File: config.mk
export PLATFORM = sky130hd
export DESIGN_NAME = flash_read_write_interface
export DESIGN_NICKNAME = d
export VERILOG_FILES = /design/src/flash_if_pkg.sv /design/src/half_cycle_strobe.sv /design/src/pin_sync.sv /design/src/flash_read_write_interface.sv
export VERILOG_INCLUDE_DIRS = /design/src
export SDC_FILE = /design/constraint.sdc
export NUM_CORES = 1
export LEC_CHECK = 0
export ABC_AREA = 0
export BUFFER_PORTS_ARGS = -buffer_cell sky130_fd_sc_hd__buf_2
export CAP_MARGIN = 10
export CORE_ASPECT_RATIO = 0.5
export CORE_UTILIZATION = 51
export CTS_BUF_LIST = sky130_fd_sc_hd__clkbuf_8
export DETAILED_ROUTE_END_ITERATION = 7
export PLACE_DENSITY = 0.83
export REMOVE_ABC_BUFFERS = 1
export SLEW_MARGIN = 20
export SYNTH_ARGS = -nofsm -noshare
export SYNTH_HDL_FRONTEND = slang
export SYNTH_SLANG_ARGS = --single-unit
export TNS_END_PERCENT = 20
File: constraint.sdc
create_clock -name pclk -period 2.8 [get_ports pclk]
set_input_delay 0.28 -clock pclk [delete_from_list [all_inputs] [get_ports pclk]]
set_output_delay 0.28 -clock pclk [all_outputs]
set_load 0.05 [all_outputs]
File: src/flash_if_consts.svh
// Offsets, field positions, reset values and timing counts of the flash interface
`ifndef FLASH_IF_CONSTS_SVH
`define FLASH_IF_CONSTS_SVH
`define FCS_OFFSET 16'h7000
`define FWT_OFFSET 16'h7004
`define FCS_ASYNC_BIT 7
`define FCS_DONE_BIT 4
`define FCS_IDLE_BIT 3
`define FCS_IRQ_BIT 2
`define FCS_PEN_BIT 1
`define FCS_LPM_BIT 0
`define FWT_SLEN_HI 5
`define FWT_SLEN_LO 4
`define FWT_EQD_BIT 3
`define FWT_WAIT_HI 2
`define FWT_RESERVED_BIT 6
`define FCS_RESET 8'hE0
`define FWT_RESET 8'h03
`define FCS_BOOT 8'h60
`define FWT_BOOT 8'h13
`define CLK_PERIOD_PS 5000
`define STROBE_TO_EQ_MIN_PS 10000
`define EQ_PULSE_MIN_PS 20000
`define READ_CYCLE_MIN_PS 40000
`define ACCESS_EXTRA_PS 5000
`define STROBE_TO_EQ_CYC ((`STROBE_TO_EQ_MIN_PS + `CLK_PERIOD_PS - 1) / `CLK_PERIOD_PS)
`define EQ_PULSE_CYC ((`EQ_PULSE_MIN_PS + `CLK_PERIOD_PS - 1) / `CLK_PERIOD_PS)
`define READ_CYCLE_CYC ((`READ_CYCLE_MIN_PS + `CLK_PERIOD_PS - 1) / `CLK_PERIOD_PS)
`endif

File: src/flash_if_pkg.sv
// Types shared by the flash interface modules
package flash_if_pkg;
  typedef enum logic [2:0] {
    ST_IDLE, ST_ADDR, ST_EQ, ST_WAIT, ST_SPACE
  } access_state_t;
endpackage : flash_if_pkg

File: src/half_cycle_strobe.sv
// Half-cycle resolution strobe: level on rising edge, half-cycle trim or extension on falling edge
`timescale 1ns/1ps
module half_cycle_strobe #(
  parameter bit TRIM = 1'b0
) (
  // Clock and reset
  input wire logic pclk,
  input wire logic presetn,
  input wire logic ce,
  // Control
  input wire logic rise_level,
  input wire logic half_extend,
  // Output
  output logic strobe
);
  logic rise_reg;
  logic fall_reg;

  // Rising-edge level
  always_ff @(posedge pclk or negedge presetn) begin
    if (!presetn) rise_reg <= 1'b0;
    else if (ce) rise_reg <= rise_level;
  end

  // Falling edge: trim mode marks the middle of the last high cycle, else it trails the level
  always_ff @(negedge pclk or negedge presetn) begin
    if (!presetn) fall_reg <= 1'b0;
    else if (ce) fall_reg <= TRIM ? (rise_reg & ~rise_level) : rise_reg;
  end

  // Trim ends the pulse half a cycle early; extension keeps it half a cycle longer
  assign strobe = TRIM ? (rise_reg & ~(fall_reg & half_extend))
                       : (rise_reg | (fall_reg & half_extend));
endmodule : half_cycle_strobe

File: src/pin_sync.sv
// Two-flip-flop synchroniser for levels from the flash array
`timescale 1ns/1ps
module pin_sync #(
  parameter int WIDTH = 1
) (
  input wire logic pclk,
  input wire logic presetn,
  input wire logic ce,
  input wire logic [WIDTH-1:0] async_in,
  output logic [WIDTH-1:0] sync_out
);
  logic [WIDTH-1:0] meta_reg;

  // First stage feeds only the second
  always_ff @(posedge pclk or negedge presetn) begin
    if (!presetn) begin
      meta_reg <= '0;
      sync_out <= '0;
    end else if (ce) begin
      meta_reg <= async_in;
      sync_out <= meta_reg;
    end
  end
endmodule : pin_sync

File: src/flash_read_write_interface.sv
// Flash array access controller with APB control/status and wait-control registers
//
// Summary of operation
// - Control bit 7 low: strobe-driven synchronous reads; high: asynchronous reads.
// - Done flag bit 4 sets when the automatic program/erase algorithm completes.
// - Reading the done flag returns it and then clears it.
// - Idle bit 3 reads 0 while the algorithm runs, 1 when commands accepted.
// - Program enable 0 blocks writes, 32-bit reads; 1 allows writes, 16-bit reads.
// - Program enable only changes while the idle bit is 1; the boot value load clears it even while the algorithm runs.
// - Strobe length codes 0..3 give 0.5, 1, 1.5, 2 core-clock cycles high.
// - Equalize delay bit 0 ends equalize with wait; 1 adds half a cycle.
// - Wait count field inserts 0 to 7 wait cycles into each access.
// - At least 10 ns strobe to equalize, 20 ns equalize; access within sum plus 5.
// - Each flash read cycle lasts at least 40 ns.
// - Registers reset to E0/03 and boot values 60/13 load when boot completes.
`timescale 1ns/1ps
`include "flash_if_consts.svh"
module flash_read_write_interface #(
  parameter int ADDR_W = 20
) (
  // Clock, reset, enable
  input wire logic pclk,
  input wire logic presetn,
  input wire logic ce,
  // APB slave
  input wire logic psel,
  input wire logic penable,
  input wire logic pwrite,
  input wire logic [15:0] paddr,
  input wire logic [31:0] pwdata,
  output logic [31:0] prdata,
  output logic pready,
  output logic pslverr,
  // Boot program completion, loads boot register values
  input wire logic boot_load,
  // Flash access request from the bus side
  input wire logic acc_req,
  input wire logic acc_write,
  input wire logic [ADDR_W-1:0] acc_addr,
  output logic acc_done,
  output logic acc_wide,
  // Flash array
  input wire logic algo_busy,
  input wire logic algo_finished,
  output logic [ADDR_W-1:0] flash_addr,
  output logic flash_cs,
  output logic flash_we,
  output logic flash_async,
  output logic flash_low_power,
  output logic addr_transition_strobe,
  output logic equalize_strobe,
  output logic wait_request
);
  logic [7:0] fcs_reg;
  logic [7:0] fwt_reg;
  logic algo_done_flag_reg;
  logic [1:0] arr_sync;
  logic [3:0] cnt_reg;
  logic [3:0] cnt_next;
  logic [3:0] space_reg;
  logic finished_d_reg;
  logic [31:0] prdata_next;
  flash_if_pkg::access_state_t state_reg;
  flash_if_pkg::access_state_t state_next;
  logic [ADDR_W-1:0] faddr_reg;
  logic fcs_out_reg;
  logic fwe_reg;
  logic done_reg;
  logic wreq_reg;
  logic atd_level;
  logic eq_level;
  logic atd_raw;
  logic eq_raw;
  logic acc_write_q;

  // Array status crosses from the flash macro's own timing
  pin_sync #(.WIDTH(2)) u_sync (
    .pclk(pclk),
    .presetn(presetn),
    .ce(ce),
    .async_in({algo_busy, algo_finished}),
    .sync_out(arr_sync)
  );

  wire busy_s = arr_sync[1];
  wire finished_s = arr_sync[0];
  wire algo_idle = ~busy_s;
  wire finish_evt = finished_s & ~finished_d_reg;

  // APB decode
  wire apb_setup = psel & ~penable;
  wire apb_access = psel & penable;
  wire hit_fcs = (paddr == `FCS_OFFSET);
  wire hit_fwt = (paddr == `FWT_OFFSET);
  wire unmapped = ~(hit_fcs | hit_fwt);
  wire wr_fcs = apb_access & pwrite & hit_fcs;
  wire wr_fwt = apb_access & pwrite & hit_fwt;
  wire rd_fcs = apb_access & ~pwrite & hit_fcs;

  // Field decode
  wire async_sel = fcs_reg[`FCS_ASYNC_BIT];
  wire program_enable = fcs_reg[`FCS_PEN_BIT];
  wire low_power_sel = fcs_reg[`FCS_LPM_BIT];
  wire [1:0] addr_strobe_len = fwt_reg[`FWT_SLEN_HI:`FWT_SLEN_LO];
  wire equalize_delay_sel = fwt_reg[`FWT_EQD_BIT];
  wire [2:0] wait_count = fwt_reg[`FWT_WAIT_HI:0];

  // Whole cycles of strobe high, rounded up; half cycle trimmed by falling edge
  function automatic logic [3:0] strobe_whole(input logic [1:0] code);
    strobe_whole = {2'b00, code[1]} + 4'h1;
  endfunction : strobe_whole

  // Longer of a configured count and a timing floor
  function automatic logic [3:0] at_least(input logic [3:0] a, input logic [3:0] b);
    at_least = (a > b) ? a : b;
  endfunction : at_least

  // Status read image; reserved bits 6 and 5 read as stored
  assign prdata_next = hit_fcs ? {24'h0, fcs_reg[7:5], algo_done_flag_reg, algo_idle,
                                  fcs_reg[2:0]}
                     : hit_fwt ? {24'h0, fwt_reg} : 32'h0;

  // Control register; program enable writable only while idle
  always_ff @(posedge pclk or negedge presetn) begin
    if (!presetn) begin
      fcs_reg <= `FCS_RESET;
    end else if (ce) begin
      if (boot_load) begin
        fcs_reg <= `FCS_BOOT;
      end else if (wr_fcs) begin
        fcs_reg[7:5] <= pwdata[7:5];
        fcs_reg[`FCS_IRQ_BIT] <= pwdata[`FCS_IRQ_BIT];
        fcs_reg[`FCS_LPM_BIT] <= pwdata[`FCS_LPM_BIT];
        if (algo_idle) begin
          fcs_reg[`FCS_PEN_BIT] <= pwdata[`FCS_PEN_BIT];
        end
      end
    end
  end

  // Wait-control register
  always_ff @(posedge pclk or negedge presetn) begin
    if (!presetn) begin
      fwt_reg <= `FWT_RESET;
    end else if (ce) begin
      if (boot_load) begin
        fwt_reg <= `FWT_BOOT;
      end else if (wr_fwt) begin
        fwt_reg <= {1'b0, pwdata[6:0]};
      end
    end
  end

  // Done flag: a completion in the same cycle as the clearing read wins
  always_ff @(posedge pclk or negedge presetn) begin
    if (!presetn) begin
      algo_done_flag_reg <= 1'b0;
      finished_d_reg <= 1'b0;
    end else if (ce) begin
      finished_d_reg <= finished_s;
      if (finish_evt) begin
        algo_done_flag_reg <= 1'b1;
      end else if (rd_fcs) begin
        algo_done_flag_reg <= 1'b0;
      end
    end
  end

  // APB answer: no wait states, ready and data registered in the setup phase
  always_ff @(posedge pclk or negedge presetn) begin
    if (!presetn) begin
      pready <= 1'b0;
      pslverr <= 1'b0;
      prdata <= 32'h0;
    end else if (ce) begin
      pready <= apb_setup;
      pslverr <= apb_setup & unmapped;
      if (apb_setup & ~pwrite) begin
        prdata <= prdata_next;
      end
    end
  end

  // Access sequencer
  wire write_ok = acc_write & program_enable & algo_idle;
  // The request is still up in the cycle its done pulse shows; do not restart on it
  wire start = acc_req & ~done_reg & (~acc_write | write_ok);
  wire [3:0] atd_cyc = async_sel ? 4'h1 : strobe_whole(addr_strobe_len);
  wire [3:0] eq_cyc = 4'(`EQ_PULSE_CYC);
  wire [3:0] atd_min = at_least(atd_cyc, 4'(`STROBE_TO_EQ_CYC));
  wire [3:0] total = atd_min + eq_cyc + {1'b0, wait_count};
  wire [3:0] space_cyc = (total >= 4'(`READ_CYCLE_CYC)) ? 4'h0
                         : 4'(`READ_CYCLE_CYC) - total;
  wire cnt_last = (cnt_reg == 4'h1);

  // Next state
  always_comb begin
    state_next = state_reg;
    cnt_next = cnt_reg;
    if (cnt_reg != 4'h0) begin
      cnt_next = cnt_reg - 4'h1;
    end
    unique case (state_reg)
      flash_if_pkg::ST_IDLE: begin
        if (start) begin
          state_next = flash_if_pkg::ST_ADDR;
          cnt_next = atd_min;
        end
      end
      flash_if_pkg::ST_ADDR: begin
        if (cnt_last) begin
          state_next = flash_if_pkg::ST_EQ;
          cnt_next = eq_cyc;
        end
      end
      flash_if_pkg::ST_EQ: begin
        if (cnt_last) begin
          state_next = (wait_count == 3'h0) ? flash_if_pkg::ST_SPACE
                                            : flash_if_pkg::ST_WAIT;
          cnt_next = (wait_count == 3'h0) ? space_reg : {1'b0, wait_count};
        end
      end
      flash_if_pkg::ST_WAIT: begin
        if (cnt_last) begin
          state_next = flash_if_pkg::ST_SPACE;
          cnt_next = space_reg;
        end
      end
      flash_if_pkg::ST_SPACE: begin
        if (cnt_reg <= 4'h1) begin
          state_next = flash_if_pkg::ST_IDLE;
          cnt_next = 4'h0;
        end
      end
      default: begin
        state_next = flash_if_pkg::ST_IDLE;
      end
    endcase
  end

  // Strobe levels; asynchronous mode keeps strobes low
  // Address strobe covers only the first whole cycles of the address phase
  assign atd_level = ~async_sel & (state_next == flash_if_pkg::ST_ADDR)
                     & ((state_reg == flash_if_pkg::ST_IDLE)
                        | ((cnt_reg + atd_cyc) > (atd_min + 4'h1)));
  assign eq_level = ~async_sel & ~acc_write_q &
                    ((state_next == flash_if_pkg::ST_EQ) | (state_next == flash_if_pkg::ST_WAIT));

  // Sequencer registers
  always_ff @(posedge pclk or negedge presetn) begin
    if (!presetn) begin
      state_reg <= flash_if_pkg::ST_IDLE;
      cnt_reg <= 4'h0;
      space_reg <= 4'h0;
      faddr_reg <= '0;
      fcs_out_reg <= 1'b0;
      fwe_reg <= 1'b0;
      done_reg <= 1'b0;
      wreq_reg <= 1'b0;
      acc_write_q <= 1'b0;
    end else if (ce) begin
      state_reg <= state_next;
      cnt_reg <= cnt_next;
      done_reg <= (state_reg != flash_if_pkg::ST_IDLE) &
                  (state_next == flash_if_pkg::ST_IDLE);
      wreq_reg <= (state_next == flash_if_pkg::ST_WAIT);
      fcs_out_reg <= (state_next != flash_if_pkg::ST_IDLE) &
                     (state_next != flash_if_pkg::ST_SPACE);
      if ((state_reg == flash_if_pkg::ST_IDLE) & start) begin
        faddr_reg <= acc_addr;
        fwe_reg <= acc_write;
        acc_write_q <= acc_write;
        space_reg <= space_cyc;
      end
    end
  end

  // Half-cycle trim for even strobe codes, half-cycle extension for the equalize delay option
  half_cycle_strobe #(.TRIM(1'b1)) u_atd (
    .pclk(pclk),
    .presetn(presetn),
    .ce(ce),
    .rise_level(atd_level),
    .half_extend(~addr_strobe_len[0]),
    .strobe(atd_raw)
  );
  half_cycle_strobe u_eq (
    .pclk(pclk),
    .presetn(presetn),
    .ce(ce),
    .rise_level(eq_level),
    .half_extend(equalize_delay_sel),
    .strobe(eq_raw)
  );

  // Strobes combine a rising- and a falling-edge flop; one flop cannot give half-cycle widths
  assign addr_transition_strobe = atd_raw;
  assign equalize_strobe = eq_raw;
  assign wait_request = wreq_reg;
  assign flash_addr = faddr_reg;
  assign flash_cs = fcs_out_reg;
  assign flash_we = fwe_reg & fcs_out_reg;
  assign flash_async = fcs_reg[`FCS_ASYNC_BIT];
  assign flash_low_power = fcs_reg[`FCS_LPM_BIT];
  assign acc_wide = ~fcs_reg[`FCS_PEN_BIT];
  assign acc_done = done_reg;
endmodule : flash_read_write_interface

After elaboration in Yosys (flattened, before gate mapping)

Cells that the tools add are included.

RAM bits: 0
Word-level logic and storage cells: 133
Memories kept: 0
Register bits after elaboration: 93
Output and inout bits: 63
Bits of input ports: 79
Bits in latches: 0
Memory bits (read-only): 0

$lt $le $gt $ge: 4
Shift-type cells: 0
Divide/modulo/power cells: 0
Muxes and demuxes: 29
Equality and inequality tests: 12
Reductions and logical operators: 15
Multiply operators: 0
$add $sub $neg: 7
Bitwise operators: 44

Operators with widths:

| operator                                                                         | count |
|---|---|
| 16-bit by 15-bit equality test with 1-bit output, second input constant          | 2 |
| 4-bit 2-to-1 mux                                                                 | 8 |
| 8-bit 2-to-1 mux                                                                 | 4 |
| 3-bit 2-to-1 mux                                                                 | 10 |
| 1-bit AND                                                                        | 26 |
| 4-bit case mux with 5 select lines                                               | 1 |
| 3-bit case mux with 5 select lines                                               | 1 |
| 1-bit inverter                                                                   | 13 |
| 3-bit by 2-bit equality test with 1-bit output, second input constant            | 4 |
| 2-bit AND reduction                                                              | 5 |
| 3-bit logical NOT                                                                | 3 |
| 3-bit by 1-bit equality test with 1-bit output, second input constant            | 2 |
| 2-bit nonzero test                                                               | 3 |
| 3-bit nonzero test                                                               | 2 |
| 1-bit bitwise OR                                                                 | 5 |
| 2-bit by 3-bit adder with 4-bit output, second input constant                    | 1 |
| 4-bit by 2-bit adder with 4-bit output                                           | 1 |
| 4-bit by 3-bit adder with 4-bit output                                           | 1 |
| 4-bit by 1-bit equality test with 1-bit output, second input constant            | 1 |
| 4-bit greater-or-equal comparator, second input constant                         | 1 |
| 4-bit by 3-bit > comparator with 1-bit output                                    | 1 |
| 4-bit by 1-bit less-or-equal comparator with 1-bit output, second input constant | 1 |
| 2-bit 2-to-1 mux                                                                 | 2 |
| 4-bit nonzero test                                                               | 1 |
| other kinds (10)                                                                 | 12 |

Logic depth before layout (Yosys ltp)

Depth after elaboration: 11
Depth in mapped cells: 11
Gate-level depth less buffers: 11

Modules after synthesis

From an unflattened synthesis, not the netlist that was laid out.

Cells, all modules: 379
Area total of the unflattened synthesis: 3,722.3 µm²

Modules (own cells, without submodules):

| module                     | area an instance (µm²) | times used | cells each | sequential area each (µm²) |
|---|---|---|---|---|
| flash_read_write_interface | 3,408.3                | 1          | 359        | 1,507.7 |
| pin_sync                   | 145.1                  | 1          | 8          | 100.1 |
| half_cycle_strobe (u_atd)  | 88.8                   | 1          | 7          | 50.0 |
| half_cycle_strobe (u_eq)   | 80.1                   | 1          | 5          | 50.0 |

==> run metrics <==
RD Place Congestion 0.8650; vias after detailed routing 3213; crit end category flip-flop; Worst Hold Class input port to flip-flop; setup ws final -915.1 ps; RSZ-0062 raised after global routing yes; Unique masters post-synth 60; PD cells 937.6 nW/um^2; vias per cell 5.207; Flop pwr share 31.9%; Ports 142; CTS tree yes; hold_sp acc_addr[12]; Worst R2R Path Depth 10; synthesized instance count 385; Hold Crit Depth 3; DR pass1 iterations 5; Leakage 2.490 nW; status finished with violations; largest net degree at the start of global routing 47; Post-DP HPWL 6430 um; CP max FO 2; height of the die 62.49 um; Final Util 69.14%; Logic pwr share 48.2%; sw frac 43.70%; Starting Density 54.22%; total number of yosys warnings 0; routed length per instance 14.74 um; predominant post-synthesis flop cell dfrtp_1; full die area 7685 sq um; Final Slew Violations 0; number of global-route vias before repair 3108; Design Area, Final 4760 sq um; max FFs per register 20; clk_lat worst skew 350 ps; area growth from synthesis to layout 27.52%; CTS sink cnt 68; DRC viols 0; Worst VDD drop 0.0008414 V; initial antenna violation count 0; Slew @ Worst Pin 763.0 ps; Crit Path Class flip-flop to flip-flop; register area share after synthesis 45.76%; CTS root buf clkbuf_8; DRT iter0 DRCs 214; grt ovf 0; Total Routing Usage GR 25.65%; remaining antenna violation count 0; Fin. Hold Viols 0; FF-to-FF setup slack -920 ps; Yosys reg bits 68; clock transition at the registers of the reported paths 80 ps; WP data arrival 2490 ps; H-Tree Depth 3; worst endpoint required time 1580 ps; launching point of the worst reg2reg path fcs_reg[7]; Ant. Diodes 0; critical path startpoint fcs_reg[7]; sw power 1.950 mW; Final #Nets 611; first-pass GRT wire length 14970 um; Worst Setup EP u_atd.fall_reg; layout cell share with drive strength beyond 1 35.24%; Syn Area/Cell 9.694 sq um; worst relative slew slack 49.01%; clock share of power 19.9%; Int Power 2.513 mW; Die Width 123.0 um; IO Port Bufs 93; CTS buffer count 9; ys async rst share 100.0%; Post-synth EDFFs 0; Core Footprint 6884 sq um; total wire length 9093 um; violated checks setup timing; CP Launch Type flip-flop; Bufs on Longest Clock Path 2; reg2reg end u_atd.fall_reg; Final Setup Violations 1; Hold WS 121.4 ps; Cell Area, Synth 3732 sq um; Layout Skew 15.44 ps; Post-DP Area 4454 sq um; setup TNS -915.1 ps; FP Rows 21; max_cap viols 0
worst max-delay path: stages (launching register included):
cell,delay (ps)
dfstp_2,540
inv_2,50
nand2_4,70
ha_4,130
inv_2,30
fa_2,360
xnor2_2,170
ha_1,270
a31o_2,210
a311oi_2,240
nor2_1,80
worst min-delay path by stage:
stage                                end  slack (ps)
after floorplan                 acc_done         -20
after global placement        cnt_reg[3]         170
after detailed placement      cnt_reg[3]         180
after CTS                  flash_addr[4]         110
after global routing       flash_addr[6]         110
final                     flash_addr[12]         120
what timing repair did:
item	CTS	global route
buffers inserted	4	1
resized for setup	9	5
pin swaps	8	7
hold buffers	1	0
endpoints found under the hold margin	6	0
setup endpoints to repair	1	3
kinds of logic (layout without fill, tap and decap cells):
group	count (synthesis)	after routing	share of synthesized area, %
AOI/OAI and AO/OA	66	66	12.91
muxes	28	28	8.112
DFF	68	68	45.76
buffers and inverters	61	175	8.783
other	2	28	0.2012
xor gates and xnor gates	3	3	0.7041
and+or+nand+nor	145	145	19.11
adders and majority gates	12	12	4.425
synth_stat cells (2+ instances only):
cell	count	area share (%)
a21oi_1	6	0.80
nor3_1	10	1.3
a21boi_0	3	0.60
o2bb2ai_1	9	2.1
o22ai_1	2	0.34
nand2b_1	3	0.50
buf_1	2	0.20
dfstp_2	5	3.5
mux2_2	6	1.8
nand2_1	93	9.4
nor2b_1	3	0.50
o22a_1	3	0.70
a31oi_1	2	0.34
nor3_4	2	0.87
a211oi_1	4	0.80
xnor2_1	2	0.47
buf_2	7	0.94
ha_1	10	3.4
a211o_1	3	0.70
conb_1	2	0.20
mux2i_1	19	5.1
clkbuf_1	7	0.70
o31ai_1	9	1.8
dfrtp_1	61	41
buf_4	24	4.8
nor2_1	13	1.3
nand3_1	6	0.80
dfrtn_1	2	1.3
mux2_4	3	1.2
o21ai_0	13	1.7
fa_1	2	1.1
inv_1	21	2.1
power by group through the flow:
stage	logic, mW	clock network (mW)	registers [mW]
4_1_cts	2.10	0.898	1.41
3_5_place_dp	2.02	0	1.42
3_3_place_gp	1.96	0	1.42
6_report	2.15	0.889	1.42
5_1_grt	2.32	0.946	1.46
2_1_floorplan	0.813	0	1.96
per-layer routing:
layer,GRT usage [%],vias up,wire length [um]
met5,0,-,0
met4,8.283,0,143
met3,6.296,14,732
met2,42.06,149,4244
met1,33.45,1503,3974
li1,-,1547,-
cell usage in the layout (no fill, tap or decap), types with 2 or more instances in the layout:
| cell | n |
|---|---|
| nand2_1 | 92 |
| buf_2 | 91 |
| dfrtp_1 | 61 |
| buf_4 | 46 |
| conb_1 | 28 |
| inv_1 | 20 |
| mux2i_1 | 19 |
| nor2_1 | 13 |
| o21ai_0 | 13 |
| nor3_1 | 10 |
| o2bb2ai_1 | 9 |
| o31ai_1 | 9 |
| ha_1 | 9 |
| clkbuf_8 | 9 |
| mux2_2 | 6 |
| nand3_1 | 6 |
| a21oi_1 | 6 |
| dfstp_2 | 5 |
| a211oi_1 | 4 |
| nor2b_1 | 3 |
| nand2b_1 | 3 |
| a211o_1 | 3 |
| mux2_4 | 3 |
| o22a_1 | 3 |
| inv_2 | 2 |
| nor3_4 | 2 |
| o22ai_1 | 2 |
| a21boi_0 | 2 |
| a31oi_1 | 2 |
| clkinvlp_4 | 2 |
| bufinv_16 | 2 |
| dfrtn_1 | 2 |
per-stage QoR:
step                      setup WS (ps)  power, mW  instances
final                            -915.1      4.463        617
after global routing              -1021      4.725        617
after floorplan                   -1191      2.776        371
after CTS                         -1013      4.415        616
after detailed placement          -1126      3.438        595
after global placement           -934.2      3.378        595
cell type report:
cell class / count / area (sq um)
Sequential cell: 68 / 1708
Multi-Input combinational cell: 282 / 1831
Clock inverter: 7 / 92.59
Tap cell: 92 / 115.1
Clock buffer: 9 / 123.9
Inverter: 21 / 78.83
Timing Repair Buffer: 138 / 810.8
Fill cell: 527 / 2125
No activity file was read; power rests on OpenSTA's default activity.
